==> config.mk <==
export PLATFORM = sky130hd
export DESIGN_NAME = strap_and_misc_pin_control
export DESIGN_NICKNAME = d
export VERILOG_FILES = /design/src/logic/strap_pkg.sv /design/src/logic/strap_and_misc_pin_control.sv /design/src/logic/strap_capture.sv /design/src/logic/eeprom_shift.sv
export SDC_FILE = /design/constraint.sdc
export NUM_CORES = 1
export LEC_CHECK = 0
export BUFFER_PORTS_ARGS = -buffer_cell sky130_fd_sc_hd__buf_2
export CORE_ASPECT_RATIO = 0.5
export CORE_UTILIZATION = 45
export CTS_CLUSTER_DIAMETER = 50
export DETAILED_ROUTE_END_ITERATION = 8
export HOLD_SLACK_MARGIN = 0.1
export PLACE_DENSITY = 0.64
export SYNTH_ARGS = -nofsm -noshare
export SYNTH_HDL_FRONTEND = slang
export SYNTH_SLANG_ARGS = --single-unit
==> constraint.sdc <==
create_clock -name clock -period 3.23 [get_ports clock]
set_input_delay 0.4845 -clock clock [delete_from_list [all_inputs] [get_ports clock]]
set_output_delay 0.4845 -clock clock [all_outputs]
set_load 0.02 [all_outputs]
==> src/logic/strap_pkg.sv <==
// constants, register map and carrier types for the strap and misc pin block
// assumes a 125 MHz clock and a 32-bit avalon-mm register port
package strap_pkg;

    localparam int unsigned CLOCK_NS = 8;
    localparam int unsigned GPIO_W = 8;
    localparam int unsigned PORTS = 3;
    localparam int unsigned EE_DATA_W = 16;
    localparam int unsigned ADDR_W = 5;

    // eeprom serial clock half period, in ns, and its cycle count (longest time rounds down)
    localparam int unsigned EE_HALF_NS = 5000;
    localparam int unsigned EE_HALF_CYCLES = (EE_HALF_NS / CLOCK_NS) < 1 ? 1 : (EE_HALF_NS / CLOCK_NS);

    // byte addresses
    localparam logic [4:0] REG_GPIO_OE = 5'h00;
    localparam logic [4:0] REG_GPIO_OUT = 5'h04;
    localparam logic [4:0] REG_GPIO_IN = 5'h08;
    localparam logic [4:0] REG_STRAP = 5'h0C;
    localparam logic [4:0] REG_EE_CMD = 5'h10;
    localparam logic [4:0] REG_EE_STATUS = 5'h14;
    localparam logic [4:0] REG_EE_RX = 5'h18;
    localparam logic [4:0] REG_PIN_STATE = 5'h1C;

    // eeprom command fields
    localparam int unsigned CMD_DATA_LSB = 0;
    localparam int unsigned CMD_COUNT_LSB = 16;
    localparam int unsigned CMD_COUNT_W = 4;
    localparam int unsigned CMD_READ_BIT = 24;
    localparam int unsigned CMD_START_BIT = 31;

    // eeprom status fields
    localparam int unsigned ST_BUSY_BIT = 0;
    localparam int unsigned ST_REJECT_BIT = 1;
    localparam int unsigned ST_DONE_BIT = 2;

    // pin state fields
    localparam int unsigned PS_CLKREQ_LSB = 0;
    localparam int unsigned PS_L1_LSB = 4;
    localparam int unsigned PS_SCAN_IN_BIT = 8;
    localparam int unsigned PS_MFG_TEST_BIT = 9;

    localparam logic [7:0] GPIO_OE_RESET = 8'h00;
    localparam logic [7:0] GPIO_OUT_RESET = 8'h00;
    localparam logic [31:0] WORD_ZERO = 32'h0000_0000;

    // internal pad pulls: 1 pulls up, 0 pulls down
    localparam logic PULL_EEPROM_DATA = 1'b1;
    localparam logic PULL_POWER_SAVING = 1'b1;
    localparam logic PULL_SUBSTATE_SEL = 1'b0;
    localparam logic PULL_SMBUS_SEL = 1'b0;

    localparam int unsigned MGMT_ADDR_LSB = 5;
    localparam int unsigned DEBUG_SEL_W = 5;

    typedef struct packed {
        logic eeprom_en;
        logic power_save_en;
        logic status_mode;
        logic smbus_sel;
        logic debug_mode;
        logic [2:0] mgmt_addr;
        logic [4:0] debug_sel;
    } strap_cfg_t;

    localparam strap_cfg_t STRAP_RESET = '{eeprom_en: PULL_EEPROM_DATA, power_save_en: PULL_POWER_SAVING,
        status_mode: PULL_SUBSTATE_SEL, smbus_sel: PULL_SMBUS_SEL, debug_mode: 1'b0,
        mgmt_addr: 3'h0, debug_sel: 5'h00};

    typedef struct packed {
        logic eeprom_data_up;
        logic power_saving_up;
        logic substate_select_up;
        logic smbus_select_up;
    } pad_pull_t;

endpackage

==> src/logic/strap_and_misc_pin_control.sv <==
// strap sampling, eeprom pins, gpio, shared clock-request/status pins and scan enable
// assumes pins synchronous to clock; pad pulls are applied by the pad ring from pad_pull
`timescale 1ns/1ns
module strap_and_misc_pin_control
#(
    parameter int unsigned GPIO_WIDTH = strap_pkg::GPIO_W,
    parameter int unsigned PORT_COUNT = strap_pkg::PORTS
)
(
    input wire logic clock,
    input wire logic rst_n,
    input wire logic [strap_pkg::ADDR_W-1:0] avs_address,
    input wire logic avs_read,
    input wire logic avs_write,
    input wire logic [3:0] avs_byteenable,
    input wire logic [31:0] avs_writedata,
    output logic [31:0] avs_readdata,
    output logic avs_waitrequest,
    output logic eeprom_serial_clock,
    input wire logic eeprom_serial_data_in,
    output logic eeprom_serial_data_out,
    output logic eeprom_serial_data_oe,
    input wire logic scan_enable_in,
    output logic scan_enable_out,
    output logic scan_enable_oe,
    input wire logic manufacturing_test,
    input wire logic [strap_pkg::GPIO_W-1:0] gpio_in,
    output logic [strap_pkg::GPIO_W-1:0] gpio_out,
    output logic [strap_pkg::GPIO_W-1:0] gpio_oe,
    input wire logic power_saving_strap,
    input wire logic status_or_substate_select,
    input wire logic smbus_select_strap,
    input wire logic debug_enable_strap,
    input wire logic [strap_pkg::PORTS-1:0] clock_request_n_in,
    output logic [strap_pkg::PORTS-1:0] clock_request_n_out,
    output logic [strap_pkg::PORTS-1:0] clock_request_n_oe,
    input wire logic [strap_pkg::PORTS-1:0] port_state,
    output logic [strap_pkg::PORTS-1:0] l1_substate_enter,
    output strap_pkg::strap_cfg_t config_out,
    output logic config_valid,
    output strap_pkg::pad_pull_t pad_pull
);
    import strap_pkg::*;

    if (GPIO_WIDTH != GPIO_W || PORT_COUNT != PORTS)
    begin : bad_param
        $error("strap_and_misc_pin_control: pin counts are fixed by the package");
    end

    // merge one byte lane of a write into an 8-bit register
    function automatic logic [7:0] lane_merge(input logic [7:0] old_val, input logic [31:0] wdata,
                                              input logic [3:0] be);
        lane_merge = be[0] ? wdata[7:0] : old_val;
    endfunction

    strap_cfg_t cfg;
    logic captured;
    logic ack_q;
    logic [31:0] rdata_q;
    logic [7:0] gpio_oe_q;
    logic [7:0] gpio_out_q;
    logic [31:0] ee_cmd_q;
    logic ee_reject_q;
    logic ee_done_q;
    logic [PORTS-1:0] l1_q;
    logic [PORTS-1:0] status_out_q;
    logic [PORTS-1:0] share_oe_q;
    logic req;
    logic wr_take;
    logic rd_load;
    logic cmd_write;
    logic ee_start;
    logic ee_allowed;
    logic ee_busy;
    logic ee_done;
    logic [EE_DATA_W-1:0] ee_rx;
    logic [31:0] rd_mux;

    strap_capture u_strap_capture
    (
        .clock(clock),
        .rst_n(rst_n),
        .eeprom_serial_data_in(eeprom_serial_data_in),
        .power_saving_strap(power_saving_strap),
        .status_or_substate_select(status_or_substate_select),
        .smbus_select_strap(smbus_select_strap),
        .debug_enable_strap(debug_enable_strap),
        .gpio_in(gpio_in),
        .cfg(cfg),
        .captured(captured)
    );

    // avalon: one wait cycle, then the request completes on the edge with waitrequest low
    assign req = avs_read | avs_write;
    assign avs_waitrequest = req & ~ack_q;
    assign wr_take = avs_write & ack_q;
    assign rd_load = avs_read & ~ack_q;

    always_ff @(posedge clock)
    begin
        if (!rst_n)
        begin
            ack_q <= 1'b0;
        end
        else
        begin
            ack_q <= req & ~ack_q;
        end
    end

    always_comb
    begin
        rd_mux = WORD_ZERO;
        if (avs_address == REG_GPIO_OE)
        begin
            rd_mux[7:0] = gpio_oe_q;
        end
        else if (avs_address == REG_GPIO_OUT)
        begin
            rd_mux[7:0] = gpio_out_q;
        end
        else if (avs_address == REG_GPIO_IN)
        begin
            rd_mux[7:0] = gpio_in;
        end
        else if (avs_address == REG_STRAP)
        begin
            rd_mux[$bits(strap_cfg_t)-1:0] = cfg;
        end
        else if (avs_address == REG_EE_CMD)
        begin
            rd_mux = ee_cmd_q;
        end
        else if (avs_address == REG_EE_STATUS)
        begin
            rd_mux[ST_BUSY_BIT] = ee_busy;
            rd_mux[ST_REJECT_BIT] = ee_reject_q;
            // the pulse covers the cycle where busy has dropped but the flag is not yet set
            rd_mux[ST_DONE_BIT] = ee_done_q | ee_done;
        end
        else if (avs_address == REG_EE_RX)
        begin
            rd_mux[EE_DATA_W-1:0] = ee_rx;
        end
        else if (avs_address == REG_PIN_STATE)
        begin
            rd_mux[PS_CLKREQ_LSB +: PORTS] = clock_request_n_in;
            rd_mux[PS_L1_LSB +: PORTS] = l1_q;
            rd_mux[PS_SCAN_IN_BIT] = scan_enable_in;
            rd_mux[PS_MFG_TEST_BIT] = manufacturing_test;
        end
        else
        begin
            rd_mux = WORD_ZERO;
        end
    end

    // read data is loaded in the wait cycle so it stands at the completing edge
    always_ff @(posedge clock)
    begin
        if (!rst_n)
        begin
            rdata_q <= WORD_ZERO;
        end
        else if (rd_load)
        begin
            rdata_q <= rd_mux;
        end
    end

    assign avs_readdata = rdata_q;

    always_ff @(posedge clock)
    begin
        if (!rst_n)
        begin
            gpio_oe_q <= GPIO_OE_RESET;
            gpio_out_q <= GPIO_OUT_RESET;
        end
        else if (wr_take)
        begin
            if (avs_address == REG_GPIO_OE)
            begin
                gpio_oe_q <= lane_merge(gpio_oe_q, avs_writedata, avs_byteenable);
            end
            else if (avs_address == REG_GPIO_OUT)
            begin
                gpio_out_q <= lane_merge(gpio_out_q, avs_writedata, avs_byteenable);
            end
        end
    end

    // oe resets low so strap-bearing gpios are not driven while they are sampled
    assign gpio_oe = gpio_oe_q;
    assign gpio_out = gpio_out_q;

    // eeprom command: accepted only after capture, with the strap high and the engine idle
    assign cmd_write = wr_take && (avs_address == REG_EE_CMD) && (avs_byteenable == 4'hF)
                       && avs_writedata[CMD_START_BIT];
    assign ee_allowed = captured & cfg.eeprom_en & ~ee_busy;
    assign ee_start = cmd_write & ee_allowed;

    always_ff @(posedge clock)
    begin
        if (!rst_n)
        begin
            ee_cmd_q <= WORD_ZERO;
        end
        else if (ee_start)
        begin
            ee_cmd_q <= avs_writedata;
        end
    end

    // sticky flags: a new event in the clearing cycle wins over the write-one clear
    always_ff @(posedge clock)
    begin
        if (!rst_n)
        begin
            ee_reject_q <= 1'b0;
            ee_done_q <= 1'b0;
        end
        else
        begin
            if (cmd_write & ~ee_allowed)
            begin
                ee_reject_q <= 1'b1;
            end
            else if (wr_take && avs_address == REG_EE_STATUS && avs_byteenable[0]
                     && avs_writedata[ST_REJECT_BIT])
            begin
                ee_reject_q <= 1'b0;
            end
            if (ee_done)
            begin
                ee_done_q <= 1'b1;
            end
            else if (wr_take && avs_address == REG_EE_STATUS && avs_byteenable[0]
                     && avs_writedata[ST_DONE_BIT])
            begin
                ee_done_q <= 1'b0;
            end
        end
    end

    eeprom_shift
    #(
        .DATA_W(EE_DATA_W),
        .HALF_CYCLES(EE_HALF_CYCLES)
    )
    u_eeprom_shift
    (
        .clock(clock),
        .rst_n(rst_n),
        .start(ee_start),
        .read_mode(avs_writedata[CMD_READ_BIT]),
        .bit_count_m1(avs_writedata[CMD_COUNT_LSB +: CMD_COUNT_W]),
        .tx_data(avs_writedata[CMD_DATA_LSB +: EE_DATA_W]),
        .data_in(eeprom_serial_data_in),
        .serial_clock(eeprom_serial_clock),
        .data_out(eeprom_serial_data_out),
        .data_oe(eeprom_serial_data_oe),
        .busy(ee_busy),
        .done(ee_done),
        .rx_data(ee_rx)
    );

    // shared pins: clock request inputs in substate mode, port status outputs otherwise
    always_ff @(posedge clock)
    begin
        if (!rst_n)
        begin
            l1_q <= '0;
            status_out_q <= '0;
            share_oe_q <= '0;
        end
        else
        begin
            share_oe_q <= (captured & cfg.status_mode) ? '1 : '0;
            status_out_q <= port_state;
            if (captured & ~cfg.status_mode)
            begin
                l1_q <= clock_request_n_in;
            end
            else
            begin
                l1_q <= '0;
            end
        end
    end

    assign clock_request_n_out = status_out_q;
    assign clock_request_n_oe = share_oe_q;
    assign l1_substate_enter = l1_q;

    // scan enable is released to the tester only while manufacturing test is asserted
    assign scan_enable_out = 1'b0;
    assign scan_enable_oe = ~manufacturing_test;

    assign config_out = cfg;
    assign config_valid = captured;

    // pull directions make an undriven strap read as its default
    assign pad_pull.eeprom_data_up = PULL_EEPROM_DATA;
    assign pad_pull.power_saving_up = PULL_POWER_SAVING;
    assign pad_pull.substate_select_up = PULL_SUBSTATE_SEL;
    assign pad_pull.smbus_select_up = PULL_SMBUS_SEL;

endmodule

==> src/logic/strap_capture.sv <==
// captures every strap level once, in the first cycle after reset release
// assumes strap pins are steady and synchronous to clock around the release
`timescale 1ns/1ns
module strap_capture
(
    input wire logic clock,
    input wire logic rst_n,
    input wire logic eeprom_serial_data_in,
    input wire logic power_saving_strap,
    input wire logic status_or_substate_select,
    input wire logic smbus_select_strap,
    input wire logic debug_enable_strap,
    input wire logic [strap_pkg::GPIO_W-1:0] gpio_in,
    output strap_pkg::strap_cfg_t cfg,
    output logic captured
);
    import strap_pkg::*;

    strap_cfg_t cfg_q;
    logic captured_q;

    // reset loads constants; the pin levels are caught by the clocked release cycle
    always_ff @(posedge clock)
    begin
        if (!rst_n)
        begin
            cfg_q <= STRAP_RESET;
            captured_q <= 1'b0;
        end
        else if (!captured_q)
        begin
            cfg_q.eeprom_en <= eeprom_serial_data_in;
            cfg_q.power_save_en <= power_saving_strap;
            cfg_q.status_mode <= status_or_substate_select;
            cfg_q.smbus_sel <= smbus_select_strap;
            cfg_q.debug_mode <= ~debug_enable_strap;
            cfg_q.mgmt_addr <= gpio_in[MGMT_ADDR_LSB +: 3];
            cfg_q.debug_sel <= gpio_in[DEBUG_SEL_W-1:0];
            captured_q <= 1'b1;
        end
    end

    assign cfg = cfg_q;
    assign captured = captured_q;

endmodule

==> src/logic/eeprom_shift.sv <==
// bit-serial engine for the eeprom pins: msb first, data changes while clock is low
// assumes the caller only pulses start while busy is low
`timescale 1ns/1ns
module eeprom_shift
#(
    parameter int unsigned DATA_W = strap_pkg::EE_DATA_W,
    parameter int unsigned HALF_CYCLES = strap_pkg::EE_HALF_CYCLES
)
(
    input wire logic clock,
    input wire logic rst_n,
    input wire logic start,
    input wire logic read_mode,
    input wire logic [3:0] bit_count_m1,
    input wire logic [DATA_W-1:0] tx_data,
    input wire logic data_in,
    output logic serial_clock,
    output logic data_out,
    output logic data_oe,
    output logic busy,
    output logic done,
    output logic [DATA_W-1:0] rx_data
);
    import strap_pkg::*;

    if (DATA_W != 16 || HALF_CYCLES < 1 || HALF_CYCLES > 4096)
    begin : bad_param
        $error("eeprom_shift: unsupported parameters");
    end

    typedef enum logic [1:0] {IDLE, LOW_PHASE, HIGH_PHASE} shift_state_t;

    shift_state_t state_q;
    logic [12:0] tick_q;
    logic [3:0] left_q;
    logic [DATA_W-1:0] shift_q;
    logic [DATA_W-1:0] rx_q;
    logic read_q;
    logic clk_q;
    logic oe_q;
    logic done_q;
    logic half_end;

    assign half_end = (tick_q == 13'(HALF_CYCLES - 1));

    always_ff @(posedge clock)
    begin
        if (!rst_n)
        begin
            state_q <= IDLE;
            tick_q <= '0;
            left_q <= '0;
            shift_q <= '0;
            rx_q <= '0;
            read_q <= 1'b0;
            clk_q <= 1'b0;
            oe_q <= 1'b0;
            done_q <= 1'b0;
        end
        else
        begin
            done_q <= 1'b0;
            tick_q <= half_end ? 13'h0000 : tick_q + 13'h0001;
            case (state_q)
                IDLE:
                begin
                    tick_q <= '0;
                    if (start)
                    begin
                        state_q <= LOW_PHASE;
                        left_q <= bit_count_m1;
                        shift_q <= tx_data << (4'hF - bit_count_m1);
                        read_q <= read_mode;
                        oe_q <= ~read_mode;
                    end
                end
                LOW_PHASE:
                begin
                    if (half_end)
                    begin
                        state_q <= HIGH_PHASE;
                        clk_q <= 1'b1;
                        if (read_q)
                        begin
                            rx_q <= {rx_q[DATA_W-2:0], data_in};
                        end
                    end
                end
                HIGH_PHASE:
                begin
                    if (half_end)
                    begin
                        clk_q <= 1'b0;
                        shift_q <= {shift_q[DATA_W-2:0], 1'b0};
                        if (left_q == 4'h0)
                        begin
                            state_q <= IDLE;
                            oe_q <= 1'b0;
                            done_q <= 1'b1;
                        end
                        else
                        begin
                            left_q <= left_q - 4'h1;
                            state_q <= LOW_PHASE;
                        end
                    end
                end
                default:
                begin
                    state_q <= IDLE;
                end
            endcase
        end
    end

    assign serial_clock = clk_q;
    assign data_out = shift_q[DATA_W-1];
    assign data_oe = oe_q;
    assign busy = (state_q != IDLE);
    assign done = done_q;
    assign rx_data = rx_q;

endmodule

==> flow_summary.ini <==
[status]
status = completed

[yosys]
synthSimpleGateAreaFrac = 0.217
ys_seq_area_frac = 0.418
synth-compound-area-share = 0.164
synth_cell_types = 68
synth_adder_area_share = 0.00493
ys_async_sr_fraction = 0
syn_area_um2 = 7620
muxShareOfSynthArea = 0.133
syn_avg_cell_area_um2 = 9.03
synth_ff_type = dfxtp_1
syn_inst = 844
synth_warnings = 0
synth-xor-area-share = 0.0126
ys_ff_latch = 159
synth-edff-count = 0
synth_top_family_by_area = simple AND/OR/NAND/NOR gates

[route]
met2_length_um = 9140
viasPerCell = 5.45
drt_first_pass_iters = 5
wl_met1_um = 9600
drtIter0Drc = 449
drc_errors = 0
wirelength_um = 20100
drtAntennaViolNets = 0
dr.max_layer_used = met5
vias = 6498
dr_wl_met3_um = 1150
wl_per_cell_um = 16.9

[setup_path]
worst_ep_required_time_ns = 3.58
start_kind = primary input
critPathKind = primary input to flop
endpoint_kind = flop
reg2reg_from = u_eeprom_shift.state_q[1]
arrival_ns = 2.64
cp-startpoint = avs_address[1]
r2r.worst_path.cells = 6
cp-endpoint = u_eeprom_shift.shift_q[0]
cp_max_fo = 18
reg2reg_slack_ns = 1.06
reg2reg_to = u_eeprom_shift.shift_q[0]

[clock_tree]
ctsResizeCount = 0
clock_latency_ns = 0.42
root_buffer = clkbuf_16
cts_tree = yes
max-clock-path-buffers = 2
cts-buffers-inserted = 17
cts.sinks = 159
htreeDepth = 4
postCtsHoldBufs = 0
clkTransAtPathRegs_ns = 0.07
post_cts_buffers = 0

[timing]
slew_violations = 0
min_period_over_period = 0.709
fmax_mhz = 436
hold_viol = 0
min_period_ns = 2.29
max_slew_margin = 0.510
setup_tns_ns = 0
setup_viol = 0
finClkSkew_ns = 0.0132
fin_ws_ns = 0.939
rsz0062_at_grt = no
tightestPinTransition_ns = 0.731
holdWs_ns = 0.261

[floorplan]
die_h_um = 94.0
start_util = 0.462
core_area_um2 = 16500
dieArea_um2 = 17500
die_x_um = 186
ioPinCount = 147
row_count = 33

[pwr]
power_switching_mw = 1.16
leakagePower_nw = 3.57
peakVddDrop_v = 0.000357
seq_power_share = 0.437
fin_total_pwr_mw = 4.58
p_sw_frac = 0.254
p_int_mw = 3.42
power.density_nw_per_um2 = 506
p_clk_frac = 0.475
power_frac_comb = 0.088

[layout]
synthToLayoutAreaGrowth_pct = 18.9
drive_above_1_share = 0.231
utilization = 0.550
diodes = 0
layout.nets = 1021

[global_route]
grt_max_degree = 66
overflow = 0
grt_usage = 0.236
grt_pass1_wl_um = 31900
grt_pass1_vias = 5952
grt_antenna_before_repair = 1

[run]
maxCapViolCount = 0

[place]
gp_congestion = 0.873
dp_slack_ns = 0.594
hpwl_um = 14300
port_buffers = 141

[hold_path]
hp-class = primary input to flop
## power groups by stage
stage | Combinational, mW | Sequential, mW | Clock [mW]
final | 0.401 | 2.00 | 2.18
after global routing | 0.435 | 2.00 | 2.29
after CTS | 0.401 | 2.00 | 2.20
after detailed placement | 0.398 | 2.05 | 0
after global placement | 0.397 | 2.05 | 0
after floorplan | 0.230 | 2.07 | 0
## flip-flops by register name (all words and copies together), names as in the netlist, 2 cells and up
signal                  flops
u_eeprom_shift.state_q      2
u_eeprom_shift.rx_data     16
l1_substate_enter           3
clock_request_n_out         3
u_strap_capture.cfg        13
gpio_out                    8
u_eeprom_shift.shift_q     16
avs_readdata               32
u_eeprom_shift.left_q       4
ee_cmd_q                   32
gpio_oe                     8
u_eeprom_shift.tick_q      13
## layout by cell type, fill, tap and decap left out, types with 16 or more instances in the layout
master / netlist / routed
buf_2: 19 / 140
a21boi_0: 47 / 47
o21ai_0: 30 / 30
nand3_1: 26 / 26
nand2_1: 133 / 133
clkbuf_16: 0 / 17
nor2_1: 38 / 37
mux2i_1: 61 / 61
dfxtp_1: 159 / 159
nor2b_1: 55 / 54
and2_1: 16 / 16
## synth_stat cells (all sizes together) (10+ instances only)
library cell    n  share of area
a21boi         58          0.057
a21oi          14         0.0092
a221oi         12          0.015
and2           19          0.016
and3           12         0.0099
buf            31          0.024
clkbuf         39          0.019
dfxtp         159           0.42
inv            10         0.0049
mux2           12          0.018
mux2i          61          0.080
mux4           12          0.035
nand2         133          0.066
nand3          27          0.018
nor2           39          0.020
nor2b          55          0.045
o21ai          34          0.023
## worst max-delay path, stage by stage
cell and delay (ns):
buf_2 0.13, nor3_1 0.55, nand4_1 0.40, o22ai_4 0.52, buf_4 0.26, nand4_1 0.10, a21boi_1 0.18
## worst min-delay path by stage
stage	startpoint	end	slack (ns)	depth (start not counted)
finish	port_state[1]	clock_request_n_out[1]	0.26	2
floorplan	u_eeprom_shift.shift_q[0]	u_eeprom_shift.shift_q[0]	0.43	2
global placement	u_eeprom_shift.shift_q[0]	u_eeprom_shift.shift_q[0]	0.44	2
global route	port_state[0]	clock_request_n_out[0]	0.26	2
detailed placement	avs_readdata[11]	avs_readdata[11]	0.45	2
CTS	port_state[1]	clock_request_n_out[1]	0.26	2
## routing by layer
metal	global-route usage	up-vias
li1	-	3169
met4	0.0553	2
met3	0.0539	20
met2	0.366	174
met5	0	-
met1	0.330	3133
## cell families (layout without fill, tap and decap cells)
family,count (synthesis),count (layout)
other cells,2,5
flops,159,159
fa+ha+maj,3,3
mux,85,85
simple gates,329,329
buf+inv,80,198
xor+xnor,11,11
compound gates,175,175
## cell type report
type                       count  area (um^2)
timing repair buffer         156          833
clock buffer                  18          439
clock inverter                14          198
multi-input combinational    608         4080
fill                        1509         7420
inverter                      10         37.5
tap                          227          284
sequential                   159         3180
## per-stage QoR
stage | area [um^2] | cells
2_1_floorplan | 7630 | 847
4_1_cts | 9060 | 1192
3_5_place_dp | 8420 | 1160
3_3_place_gp | 8420 | 1160
5_1_grt | 9060 | 1192
6_report | 9060 | 1192
(Power assumes the default switching activity.)
